==> src/core/echo_ctrl_pkg.sv <==
package echo_ctrl_pkg;

  localparam int CLK_HZ = 20_000_000;
  localparam int FRAME_SYNC_HZ = 8_000;
  localparam int BIT_CLOCK_HZ = 200_000;
  localparam int BLANK_US = 100;
  localparam int FRAME_CYCLES = CLK_HZ / FRAME_SYNC_HZ;
  localparam int BIT_HALF_CYCLES = CLK_HZ / (2 * BIT_CLOCK_HZ);
  localparam int BLANK_CYCLES = (BLANK_US * (CLK_HZ / 1_000_000));
  localparam int BUS_WIDTH = 16;
  localparam int BUS_MSB = 15;

  localparam logic [7:0] ADDR_CONTROL = 8'h00;
  localparam logic [7:0] ADDR_TX_WORD = 8'h04;
  localparam logic [7:0] ADDR_RX_WORD = 8'h08;
  localparam logic [7:0] ADDR_STATUS = 8'h0C;
  localparam logic [7:0] ADDR_LEVEL = 8'h10;

  localparam int CTRL_BUS_DRIVE = 0;
  localparam int CTRL_SERIAL_EN = 1;
  localparam int STAT_GAIN = 2;
  localparam int STAT_ATTEN_LSB = 8;
  localparam int STAT_PROC_LSB = 16;

  // Levels in half-dB steps, signed: -20 dBm0, -11.5 dBm0, 8.5 dB
  localparam logic signed [7:0] LEVEL_FLOOR = 8'shD8;
  localparam logic signed [7:0] LEVEL_KNEE = 8'shE9;
  localparam logic [4:0] ATTEN_MAX = 5'h11;

  typedef enum logic [1:0] {
    ST_POWER_DOWN,
    ST_RESET,
    ST_BLANK,
    ST_RUN
  } mode_type;

endpackage

==> src/core/echo_ctrl_pins.sv <==
// Function
// (RULE_01) The cascade bus is 16 bits and its top line carries the word's most significant bit.
// (RULE_02) The cascade bus is floated whenever the device is not putting data on it.
// (RULE_03) Bus data is captured on the falling edge of a parallel transfer flag input.
// (RULE_04) The basic clock is supplied from outside at its nominal rate.
// (RULE_05) A low power-down input puts the device in power-down and ignores all inputs.
// (RULE_06) Power-down floats serial outputs and bus, drives sync and bit clock low, flags high.
// (RULE_07) Leaving power-down performs a reset before normal processing resumes.
// (RULE_08) An 8 kHz frame sync is generated for the codec.
// (RULE_09) A 200 kHz bit clock is generated, ignores reset and is low in power-down.
// (RULE_10) A low reset input resets the device; inputs are ignored 100 us after its release.
// (RULE_11) The basic clock keeps running while the reset input is low.
// (RULE_12) Reset floats serial outputs and bus, drives test low and both flags high.
// (RULE_13) With gain control on, levels from -20 to -11.5 dBm0 compress to -20 dBm0.
// (RULE_14) The gain-control input is driven high to enable and tied low on a slave.
// (RULE_15) Gain control is sampled on the interrupt falling edge or on reset release.
// (RULE_16) A falling edge on the interrupt input starts one processing cycle.
// (RULE_17) The power-down exit reset uses the same output states and blanking as a pin reset.
`timescale 1ns/100ps
module echo_ctrl_pins (
  input  wire logic        sys_clk,
  input  wire logic        resetn,
  input  wire logic        psel,
  input  wire logic        penable,
  input  wire logic        pwrite,
  input  wire logic [7:0]  paddr,
  input  wire logic [31:0] pwdata,
  output logic [31:0]      prdata,
  output logic             pready,
  output logic             pslverr,
  input  wire logic        power_down_n,
  input  wire logic        device_reset_n,
  input  wire logic        process_int_n,
  input  wire logic        gain_control_en,
  input  wire logic [1:0]  parallel_transfer_flag_in,
  input  wire logic [15:0] cascade_parallel_bus_in,
  output logic [15:0]      cascade_parallel_bus_out,
  output logic             cascade_parallel_bus_oe,
  input  wire logic        receive_serial_in,
  output logic             send_serial_out,
  output logic             send_serial_oe,
  output logic             receive_serial_out,
  output logic             receive_serial_oe,
  output logic             frame_sync_out,
  output logic             bit_clock_out,
  output logic             transfer_flag_out_a,
  output logic             transfer_flag_out_b,
  output logic             test_out,
  output logic             load_detect_out,
  output logic             master_clock_out,
  output logic             oscillator_out,
  output logic             process_start,
  output logic [4:0]       gain_atten
);

  echo_ctrl_pkg::mode_type mode;
  echo_ctrl_pkg::mode_type next_mode;

  logic [11:0]             frame_count;
  logic [6:0]              bit_count;
  logic [11:0]             blank_count;
  logic                    int_prev;
  logic [1:0]              flag_prev;
  logic                    rst_prev;
  logic                    gain_latched;
  logic [15:0]             tx_word;
  logic [15:0]             rx_word;
  logic [1:0]              control;
  logic signed [7:0]       recv_level;
  logic [15:0]             proc_cycles;

  wire                     run = (mode == echo_ctrl_pkg::ST_RUN);
  wire                     pd = ~power_down_n;
  wire                     frame_wrap = (frame_count == 12'(echo_ctrl_pkg::FRAME_CYCLES - 1));
  wire                     bit_wrap = (bit_count == 7'(echo_ctrl_pkg::BIT_HALF_CYCLES - 1));
  wire                     blank_done = (blank_count == 12'(echo_ctrl_pkg::BLANK_CYCLES - 1));
  wire                     int_fall = run && int_prev && !process_int_n;
  wire                     flag_fall = run && |(flag_prev & ~parallel_transfer_flag_in);
  wire                     rst_rise = !rst_prev && device_reset_n;
  wire                     driving = run && control[echo_ctrl_pkg::CTRL_BUS_DRIVE];
  wire                     apb_access = psel && penable && !pready;
  // Writes take effect only at the edge that completes the access
  wire                     apb_wr = psel && penable && pready && pwrite;
  wire                     hit_ctrl = (paddr == echo_ctrl_pkg::ADDR_CONTROL);
  wire                     hit_tx = (paddr == echo_ctrl_pkg::ADDR_TX_WORD);
  wire                     hit_rx = (paddr == echo_ctrl_pkg::ADDR_RX_WORD);
  wire                     hit_stat = (paddr == echo_ctrl_pkg::ADDR_STATUS);
  wire                     hit_level = (paddr == echo_ctrl_pkg::ADDR_LEVEL);
  wire                     mapped = hit_ctrl | hit_tx | hit_rx | hit_stat | hit_level;
  wire                     wr_ctrl = apb_wr && hit_ctrl;
  wire                     wr_tx = apb_wr && hit_tx;
  wire                     wr_level = apb_wr && hit_level;
  wire                     gain_sample = int_fall ||
                           (rst_rise && !pd && mode == echo_ctrl_pkg::ST_RESET);
  wire                     sync_window =
                           (frame_count < 12'(2 * echo_ctrl_pkg::BIT_HALF_CYCLES));

  // Compression law in half-dB steps
  wire signed [7:0]        over_floor = recv_level - echo_ctrl_pkg::LEVEL_FLOOR;
  wire [4:0]               law_atten = (recv_level < echo_ctrl_pkg::LEVEL_FLOOR) ? 5'h00 :
                                       (recv_level > echo_ctrl_pkg::LEVEL_KNEE)
                                       ? echo_ctrl_pkg::ATTEN_MAX : over_floor[4:0];
  wire [4:0]               next_atten = gain_latched ? law_atten : 5'h00; // RULE_13

  wire [31:0]              status_word = {16'(proc_cycles),
                                          3'h0, gain_atten,
                                          5'h00, gain_latched, mode};
  wire [31:0]              read_mux = hit_ctrl  ? {30'h0, control} :
                                      hit_tx    ? {16'h0, tx_word} :
                                      hit_rx    ? {16'h0, rx_word} :
                                      hit_stat  ? status_word :
                                      hit_level ? {{24{recv_level[7]}}, recv_level} : 32'h0;

  // Power-down wins over everything; both exits go through blanking
  always_comb begin
    next_mode = mode;
    if (pd) begin // RULE_05
      next_mode = echo_ctrl_pkg::ST_POWER_DOWN;
    end else begin
      case (mode)
        echo_ctrl_pkg::ST_POWER_DOWN: next_mode = echo_ctrl_pkg::ST_RESET; // RULE_07
        echo_ctrl_pkg::ST_RESET: begin
          if (device_reset_n) begin
            next_mode = echo_ctrl_pkg::ST_BLANK; // RULE_10
          end
        end
        echo_ctrl_pkg::ST_BLANK: begin
          if (!device_reset_n) begin
            next_mode = echo_ctrl_pkg::ST_RESET;
          end else if (blank_done) begin
            next_mode = echo_ctrl_pkg::ST_RUN;
          end
        end
        echo_ctrl_pkg::ST_RUN: begin
          if (!device_reset_n) begin
            next_mode = echo_ctrl_pkg::ST_RESET;
          end
        end
        default: next_mode = echo_ctrl_pkg::ST_RESET;
      endcase
    end
  end

  always_ff @(posedge sys_clk) begin
    if (!resetn) begin
      mode <= echo_ctrl_pkg::ST_RESET;
    end else begin
      mode <= next_mode; // RULE_17
    end
  end

  always_ff @(posedge sys_clk) begin
    if (!resetn || mode != echo_ctrl_pkg::ST_BLANK) begin
      blank_count <= 12'h000;
    end else if (!blank_done) begin
      blank_count <= blank_count + 12'h001; // RULE_10
    end
  end

  // Codec timing runs through device reset, stops in power-down
  always_ff @(posedge sys_clk) begin
    if (!resetn || pd) begin
      frame_count <= 12'h000;
    end else begin
      frame_count <= frame_wrap ? 12'h000 : frame_count + 12'h001;
    end
  end

  always_ff @(posedge sys_clk) begin
    if (!resetn || pd) begin
      bit_count <= 7'h00;
      bit_clock_out <= 1'b0; // RULE_06
    end else begin
      bit_count <= bit_wrap ? 7'h00 : bit_count + 7'h01;
      if (bit_wrap) begin
        bit_clock_out <= ~bit_clock_out; // RULE_09
      end
    end
  end

  // Sync is one bit-clock period wide at the frame start
  always_ff @(posedge sys_clk) begin
    if (!resetn || pd) begin
      frame_sync_out <= 1'b0; // RULE_06
    end else begin
      frame_sync_out <= sync_window; // RULE_08
    end
  end

  // Free-running clock outputs are unaffected by power-down and device reset
  always_ff @(posedge sys_clk) begin
    if (!resetn) begin
      master_clock_out <= 1'b0;
      oscillator_out <= 1'b1;
    end else begin
      master_clock_out <= ~master_clock_out;
      oscillator_out <= master_clock_out;
    end
  end

  // Edges only count in run, so a level held through blanking never fires
  always_ff @(posedge sys_clk) begin
    if (!resetn) begin
      int_prev <= 1'b1;
    end else begin
      int_prev <= process_int_n;
    end
  end

  always_ff @(posedge sys_clk) begin
    if (!resetn) begin
      flag_prev <= 2'h3;
    end else begin
      flag_prev <= parallel_transfer_flag_in;
    end
  end

  // Power-down reads as reset high, so its exit alone is no release edge
  always_ff @(posedge sys_clk) begin
    if (!resetn) begin
      rst_prev <= 1'b1;
    end else begin
      rst_prev <= device_reset_n | pd;
    end
  end

  always_ff @(posedge sys_clk) begin
    if (!resetn) begin
      process_start <= 1'b0;
      proc_cycles <= 16'h0000;
    end else begin
      process_start <= int_fall; // RULE_16
      if (int_fall) begin
        proc_cycles <= proc_cycles + 16'h0001;
      end
    end
  end

  always_ff @(posedge sys_clk) begin
    if (!resetn) begin
      gain_latched <= 1'b0;
    end else if (gain_sample) begin
      gain_latched <= gain_control_en; // RULE_15
    end
  end

  always_ff @(posedge sys_clk) begin
    if (!resetn) begin
      gain_atten <= 5'h00;
    end else begin
      gain_atten <= next_atten;
    end
  end

  always_ff @(posedge sys_clk) begin
    if (!resetn) begin
      rx_word <= 16'h0000;
    end else if (flag_fall && !driving) begin
      rx_word <= cascade_parallel_bus_in; // RULE_03 RULE_01
    end
  end

  // Bus and serial drivers: floated unless running and enabled
  always_ff @(posedge sys_clk) begin
    if (!resetn || pd || !run) begin
      cascade_parallel_bus_oe <= 1'b0; // RULE_02 RULE_06 RULE_12
      cascade_parallel_bus_out <= 16'h0000;
    end else begin
      cascade_parallel_bus_oe <= driving; // RULE_02
      cascade_parallel_bus_out <= tx_word; // RULE_01
    end
  end

  always_ff @(posedge sys_clk) begin
    if (!resetn || pd || !run) begin
      send_serial_oe <= 1'b0; // RULE_06 RULE_12
      receive_serial_oe <= 1'b0;
      send_serial_out <= 1'b0;
      receive_serial_out <= 1'b0;
    end else begin
      send_serial_oe <= control[echo_ctrl_pkg::CTRL_SERIAL_EN];
      receive_serial_oe <= control[echo_ctrl_pkg::CTRL_SERIAL_EN];
      // No echo path here, so the send line only shows idle zeros
      send_serial_out <= 1'b0;
      receive_serial_out <= receive_serial_in;
    end
  end

  // Flags idle high so a released cascade never sees a false falling edge
  always_ff @(posedge sys_clk) begin
    if (!resetn || pd || !run) begin
      transfer_flag_out_a <= 1'b1; // RULE_06 RULE_12
      transfer_flag_out_b <= 1'b1;
    end else begin
      transfer_flag_out_a <= ~driving;
      transfer_flag_out_b <= ~driving;
    end
  end

  // Test output holds in power-down and is low in reset
  always_ff @(posedge sys_clk) begin
    if (!resetn) begin
      test_out <= 1'b0;
    end else if (pd) begin
      test_out <= test_out; // RULE_06
    end else if (mode == echo_ctrl_pkg::ST_RESET || !device_reset_n) begin
      test_out <= 1'b0; // RULE_12
    end else if (run && frame_wrap) begin
      test_out <= ~test_out;
    end
  end

  // Load detect ignores device reset and holds in power-down
  always_ff @(posedge sys_clk) begin
    if (!resetn) begin
      load_detect_out <= 1'b1;
    end else if (!pd) begin
      load_detect_out <= !frame_wrap; // RULE_12
    end
  end

  // One wait state keeps prdata and pready straight from flops
  always_ff @(posedge sys_clk) begin
    if (!resetn) begin
      pready <= 1'b0;
      pslverr <= 1'b0;
      prdata <= 32'h0000_0000;
    end else begin
      pready <= apb_access;
      pslverr <= apb_access && !mapped;
      prdata <= (apb_access && !pwrite) ? read_mux : 32'h0000_0000;
    end
  end

  // Writes to unmapped offsets fall through every decode and are lost
  always_ff @(posedge sys_clk) begin
    if (!resetn) begin
      control <= 2'h0;
    end else if (wr_ctrl) begin
      control <= pwdata[1:0];
    end
  end

  always_ff @(posedge sys_clk) begin
    if (!resetn) begin
      tx_word <= 16'h0000;
    end else if (wr_tx) begin
      tx_word <= pwdata[echo_ctrl_pkg::BUS_MSB:0];
    end
  end

  // Level resets to the floor, where the law gives no attenuation
  always_ff @(posedge sys_clk) begin
    if (!resetn) begin
      recv_level <= echo_ctrl_pkg::LEVEL_FLOOR;
    end else if (wr_level) begin
      recv_level <= pwdata[7:0];
    end
  end

endmodule

==> config.mk <==
export PLATFORM = sky130hd
export DESIGN_NAME = echo_ctrl_pins
export DESIGN_NICKNAME = d
export VERILOG_FILES = /design/src/core/echo_ctrl_pkg.sv /design/src/core/echo_ctrl_pins.sv
export SDC_FILE = /design/constraint.sdc
export NUM_CORES = 1
export LEC_CHECK = 0
export BUFFER_PORTS_ARGS = -buffer_cell sky130_fd_sc_hd__buf_2
export CAP_MARGIN = 5
export CORE_MARGIN = 5
export CORE_UTILIZATION = 58
export CTS_CLUSTER_DIAMETER = 100
export CTS_CLUSTER_SIZE = 24
export DETAILED_ROUTE_END_ITERATION = 12
export PLACE_DENSITY = 0.84
export SLEW_MARGIN = 30
export SYNTH_ARGS = -nofsm -noshare
export SYNTH_HDL_FRONTEND = slang
export SYNTH_SLANG_ARGS = --single-unit
export TNS_END_PERCENT = 5
==> constraint.sdc <==
create_clock -name sys_clk -period 3.3 [get_ports sys_clk]
set_input_delay 0.495 -clock sys_clk [delete_from_list [all_inputs] [get_ports sys_clk]]
set_output_delay 0.495 -clock sys_clk [all_outputs]
set_load 0.01 [all_outputs]
-- Word-level counts from Yosys, hierarchy flattened
Index checks and enable logic that the tools add are counted.
- flip-flop bits (word level): 162
- memories: 0
- bits in latches: 0
- RAM bits: 0
- memory bits (read-only): 0
- input bits: 68
- reduce and logical (&&, ||, !) cells: 48
- shift-type cells: 0
- multiplexer cells: 14
- $mul: 0
- add/subtract/negate cells: 5
- $lt $le $gt $ge: 3
- divide/modulo/power cells: 0
- equal/unequal tests: 17
- bitwise logic cells: 15
- operators with widths (operator ; count):
    $mux W32 ; 2
    $mux W16 ; 2
    $add A12 B1 Y12 const B ; 2
    $logic_and A1 B1 Y1 ; 18
    $add A16 B1 Y16 const B ; 1
    $eq A8 B4 Y1 const B ; 2
    $eq A12 B11 Y1 const B ; 1
    $eq A12 B12 Y1 const B ; 1
    $lt A12 B7 Y1 const B ; 1
    $logic_not A1 Y1 ; 10
    $mux W2 ; 5
    $ne A3 B3 Y1 const B ; 3
    $eq A8 B3 Y1 const B ; 1
    $eq A8 B5 Y1 const B ; 1
    $gt A8 B6 Y1 const B ; 1
    $logic_not A8 Y1 ; 1
    $lt A8 B7 Y1 const B ; 1
    $not A1 Y1 ; 8
    $pmux W2 S4 ; 1
    $add A7 B1 Y7 const B ; 1
    $eq A7 B6 Y1 const B ; 1
    $ne A2 B2 Y1 const B ; 3
    $reduce_and A2 Y1 ; 3
    $reduce_and A3 Y1 ; 2
    16 further kinds ; 30

-- Depth between registers and ports, before layout
- depth after elaboration: 7
- depth in mapped cells: 7
- gate-level depth less buffers: 7

-- Least setup slack after synthesis
Ideal clock, no wire load.
- kind: input-to-reg
- start: input paddr[1]
- end: register tx_word[10]
- slack: 1.076 ns
- data required time: 3.184 ns
- cell stages on the path: 7
- arrival: 2.108 ns
- cell sequence: or4_4 -> or3_4 -> and3b_1 -> buf_6 -> buf_12 -> mux2i_1 -> nor2b_1
- word-level cells in the longest chain between the ends: 2
- RTL lines (item ; line ; text):
    start, declared ; echo_ctrl_pins.sv:26 ; input wire logic [7:0] paddr,
    $eq A8 B3 Y1 ; echo_ctrl_pins.sv:85 ; wire hit_tx = (paddr == echo_ctrl_pkg::ADDR_TX_WORD);
    $logic_and A1 B1 Y1 ; echo_ctrl_pins.sv:91 ; wire wr_tx = apb_wr && hit_tx;
    end signal, assigned ; echo_ctrl_pins.sv:348 ; tx_word <= pwdata[echo_ctrl_pkg::BUS_MSB:0];
    end, declared ; echo_ctrl_pins.sv:66 ; logic [15:0] tx_word;
Every way passes these cells.
A chain may end at the register's enable or synchronous reset.

-- Worst setup path after layout
- start: register mode[0]
- end: register proc_cycles[13]
- word-level cells in the longest chain between the ends: 3
- RTL lines (item ; line ; text):
    start, declared ; echo_ctrl_pins.sv:56 ; echo_ctrl_pkg::mode_type mode;
    start signal, assigned ; echo_ctrl_pins.sv:146 ; mode <= echo_ctrl_pkg::ST_RESET;
    start signal, assigned ; echo_ctrl_pins.sv:148 ; mode <= next_mode;
    $eq A2 B2 Y1 ; echo_ctrl_pins.sv:72 ; wire run = (mode == echo_ctrl_pkg::ST_RUN);
    $logic_and A1 B1 Y1 (2 in a row) ; echo_ctrl_pins.sv:77 ; wire int_fall = run && int_prev && !process_int_n;
    end signal, assigned ; echo_ctrl_pins.sv:234 ; proc_cycles <= proc_cycles + 16'h0001;
    end, declared ; echo_ctrl_pins.sv:70 ; logic [15:0] proc_cycles;
Every way passes these cells.

==> results.cfg <==
[yosys]
synth.cell_area_um2 = 6409
synth_top_area_share_pct = 50.61
synth_cells = 680
syn_area_per_cell_um2 = 9.424
synth_area_leaders = dfxtp_1, mux2i_1, nor2b_1, nor2_1, and2_1
synth_most_common_cell = dfxtp_1
syn-num-nets = 756
ys_ff_latch = 162
dominantRegCellSynth = dfxtp_1
ys_seq_area_share_pct = 50.61
ys_types = 49
yosys_warnings = 0
yosysTopAreaCell = dfxtp_1
synth_enable_flop_cells = 0
synth_async_sr_flop_share_pct = 0
ys_top_cells_by_count = dfxtp_1, nor2_1, nor2b_1

[layout]
area_delta_synth_final_pct = 20.09
nets = 872
finalNonFillerCells = 949
drive_gt1_share_pct = 20.64
final_area_um2 = 7696
n_antenna_cell = 0

[grt]
grt_usage_pct = 22.91
grt_pass1_vias = 4997
grt-ovfl-total = 0
grt_max_degree = 71
antenna_found_initial = 0
grt_pass1_wl_mm = 24.08

[routing]
drc = 0
wire_per_inst_um = 15.94
routed_wl_mm = 15.13
ant_nets = 0
dr.pass1.iters = 5
viasPerCell = 5.514
drt_iter0_drc = 430
vias = 5233

[worst_setup_path]
cp-start-kind = flop
path_class = flop to flop
arrival_ns = 2.70
critPathMaxFanout = 6
worst_setup_path_end_kind = flop
cp.required_ns = 3.72
cp_slowest_stage_delay_ns = 0.72
crit_chain = ha_1 -> nand3b_1 -> nor4_1 -> nand3_1 -> xnor2_1 -> and2_1
slowest_stage = nor4_1

[placement]
dp_hpwl_mm = 10.58
dpl.cell_count = 917
place_area_um2 = 7096
portBuffers = 119
post-place-ws_ns = 0.6514
gp_congestion = 0.8855

[die]
ioPinCount = 137
core-area_um2 = 10840
dieArea_um2 = 13250
die_x_um = 115.1
floorplan.initialDensity_pct = 59.12
row_count = 38
die_h_um = 115.1

[pwr]
p_leak_uw = 0.003079
total_power_uw = 4116
p_per_area_nw_per_um2 = 534.8
ir_drop_mv = 0.3298

[sta]
worst_slew_pin_slew_ns = 0.7471
final-hold-violation-count = 0
max_slew_margin_pct = 49.73
worst_slack_ns = 1.016
finalCriticalPeriod_ns = 2.284
max_freq_mhz = 437.8
post-route-period-util_pct = 69.22
rsz0062_at_grt = false
fin_worst_skew_ns = 0.01047
fin_setup_tns_ns = 0
maxSlewViolCount = 0
finalSetupViolations = 0

[worst_hold_path]
hold_path_class = input port to flop

[clock_network]
h-tree-depth = 4
post-cts-setup-buffer-count = 0
cts_sinks = 162
cts_tree = built
root_buffer = clkbuf_8
cts_buffers = 17
cts_resized = 0
cts-hold-fix-buffers = 0
clock_path_buffers = 2
clk_pin_slew_ns = 0.06
clk_latency_ns = 0.53

[run_status]
outcome = finished clean

[job]
drv_cap = 0
==> registers in the layout, summed over array words and instances, names as in the netlist, 2 cells and up <==
name and cells:
flag_prev 2, blank_count 12, control 2, recv_level 8, bit_count 7, proc_cycles 16, frame_count 12, tx_word 16
gain_atten 5, mode 2, rx_word 16, prdata 32, cascade_parallel_bus_out 16
==> power breakdown <==
part           internal, µW  switching, µW
registers              1970           8.81
logic                  64.8           87.4
clock network          1200            786
total                  3230            882
==> kinds of logic (layout without fill, tap and decap cells) <==
family | Yosys count | in the layout | synth area share (%)
compound gates | 85 | 85 | 7.731
buf+inv | 44 | 173 | 3.260
other cells | 1 | 1 | 0.05851
xor+xnor | 41 | 41 | 5.603
fa+ha+maj | 8 | 8 | 1.562
flops | 162 | 162 | 50.61
simple gates | 296 | 296 | 24.42
mux | 43 | 43 | 6.755
==> through the flow <==
stage	utilization [%]	hold WS, ns
6_report	70.99	0.1574
5_1_grt	70.99	0.1535
4_1_cts	70.99	0.1425
3_5_place_dp	65.45	0.4409
3_3_place_gp	65.45	0.4295
2_1_floorplan	-	0.4111
==> path summary, 6_finish.rpt <==
kind | from | to | slack [ns] | cells past startpoint
hold reg to reg | frame_count[0] | frame_count[0] | 0.45 | 1
setup reg to reg | mode[0] | proc_cycles[13] | 1.02 | 6
hold / removal | parallel_transfer_flag_in[0] | flag_prev[0] | 0.16 | 3
setup / recovery | mode[0] | proc_cycles[13] | 1.02 | 6
==> layout make-up <==
| type | instances | area [µm²] |
|---|---|---|
| well taps | 140 | 175.2 |
| fillers | 819 | 3144 |
| inverters | 14 | 52.55 |
| repair buffers | 127 | 668.1 |
| multi-input cells | 474 | 2957 |
| clock inverters | 11 | 151.4 |
| flip-flops and latches | 162 | 3243 |
| clock buffers | 21 | 449.2 |
==> cell usage in the layout, fill, tap and decap left out, types with 4 or more instances in the layout <==
cell / synthesis / layout
inv_1: 14 / 14
mux2i_1: 41 / 41
nand3_1: 20 / 20
a221oi_1: 4 / 4
a21oi_1: 41 / 41
nor2_1: 79 / 79
nand2_1: 45 / 45
clkbuf_16: 0 / 16
xor2_1: 22 / 22
nand4_1: 9 / 9
a22oi_1: 8 / 8
and2_1: 33 / 33
buf_4: 4 / 7
buf_2: 4 / 119
and3_1: 13 / 13
o21ai_0: 16 / 16
ha_1: 8 / 8
and4_1: 6 / 6
nand2b_1: 7 / 7
xnor2_1: 19 / 19
or2_2: 4 / 4
nor2b_1: 50 / 50
dfxtp_1: 162 / 162
nor3_1: 12 / 12
o22ai_1: 7 / 7
==> worst max-delay path: cells and delay by family (launching register included) <==
family                   cells  cell delay [ns]
flip-flops                   1             0.41
adder cells (fa/ha/maj)      1             0.29
AND/OR/NAND/NOR              4             1.30
XOR/XNOR                     1             0.17
==> per-layer routing <==
layer	part of all wire, %	routed length (µm)	global-route usage [%]
met5	0	0	0
met4	1.9	286	8.059
met3	7.0	1058	6.737
met2	48	7220	37.23
met1	43	6566	29.17
Power figures use the tool's default switching activity.
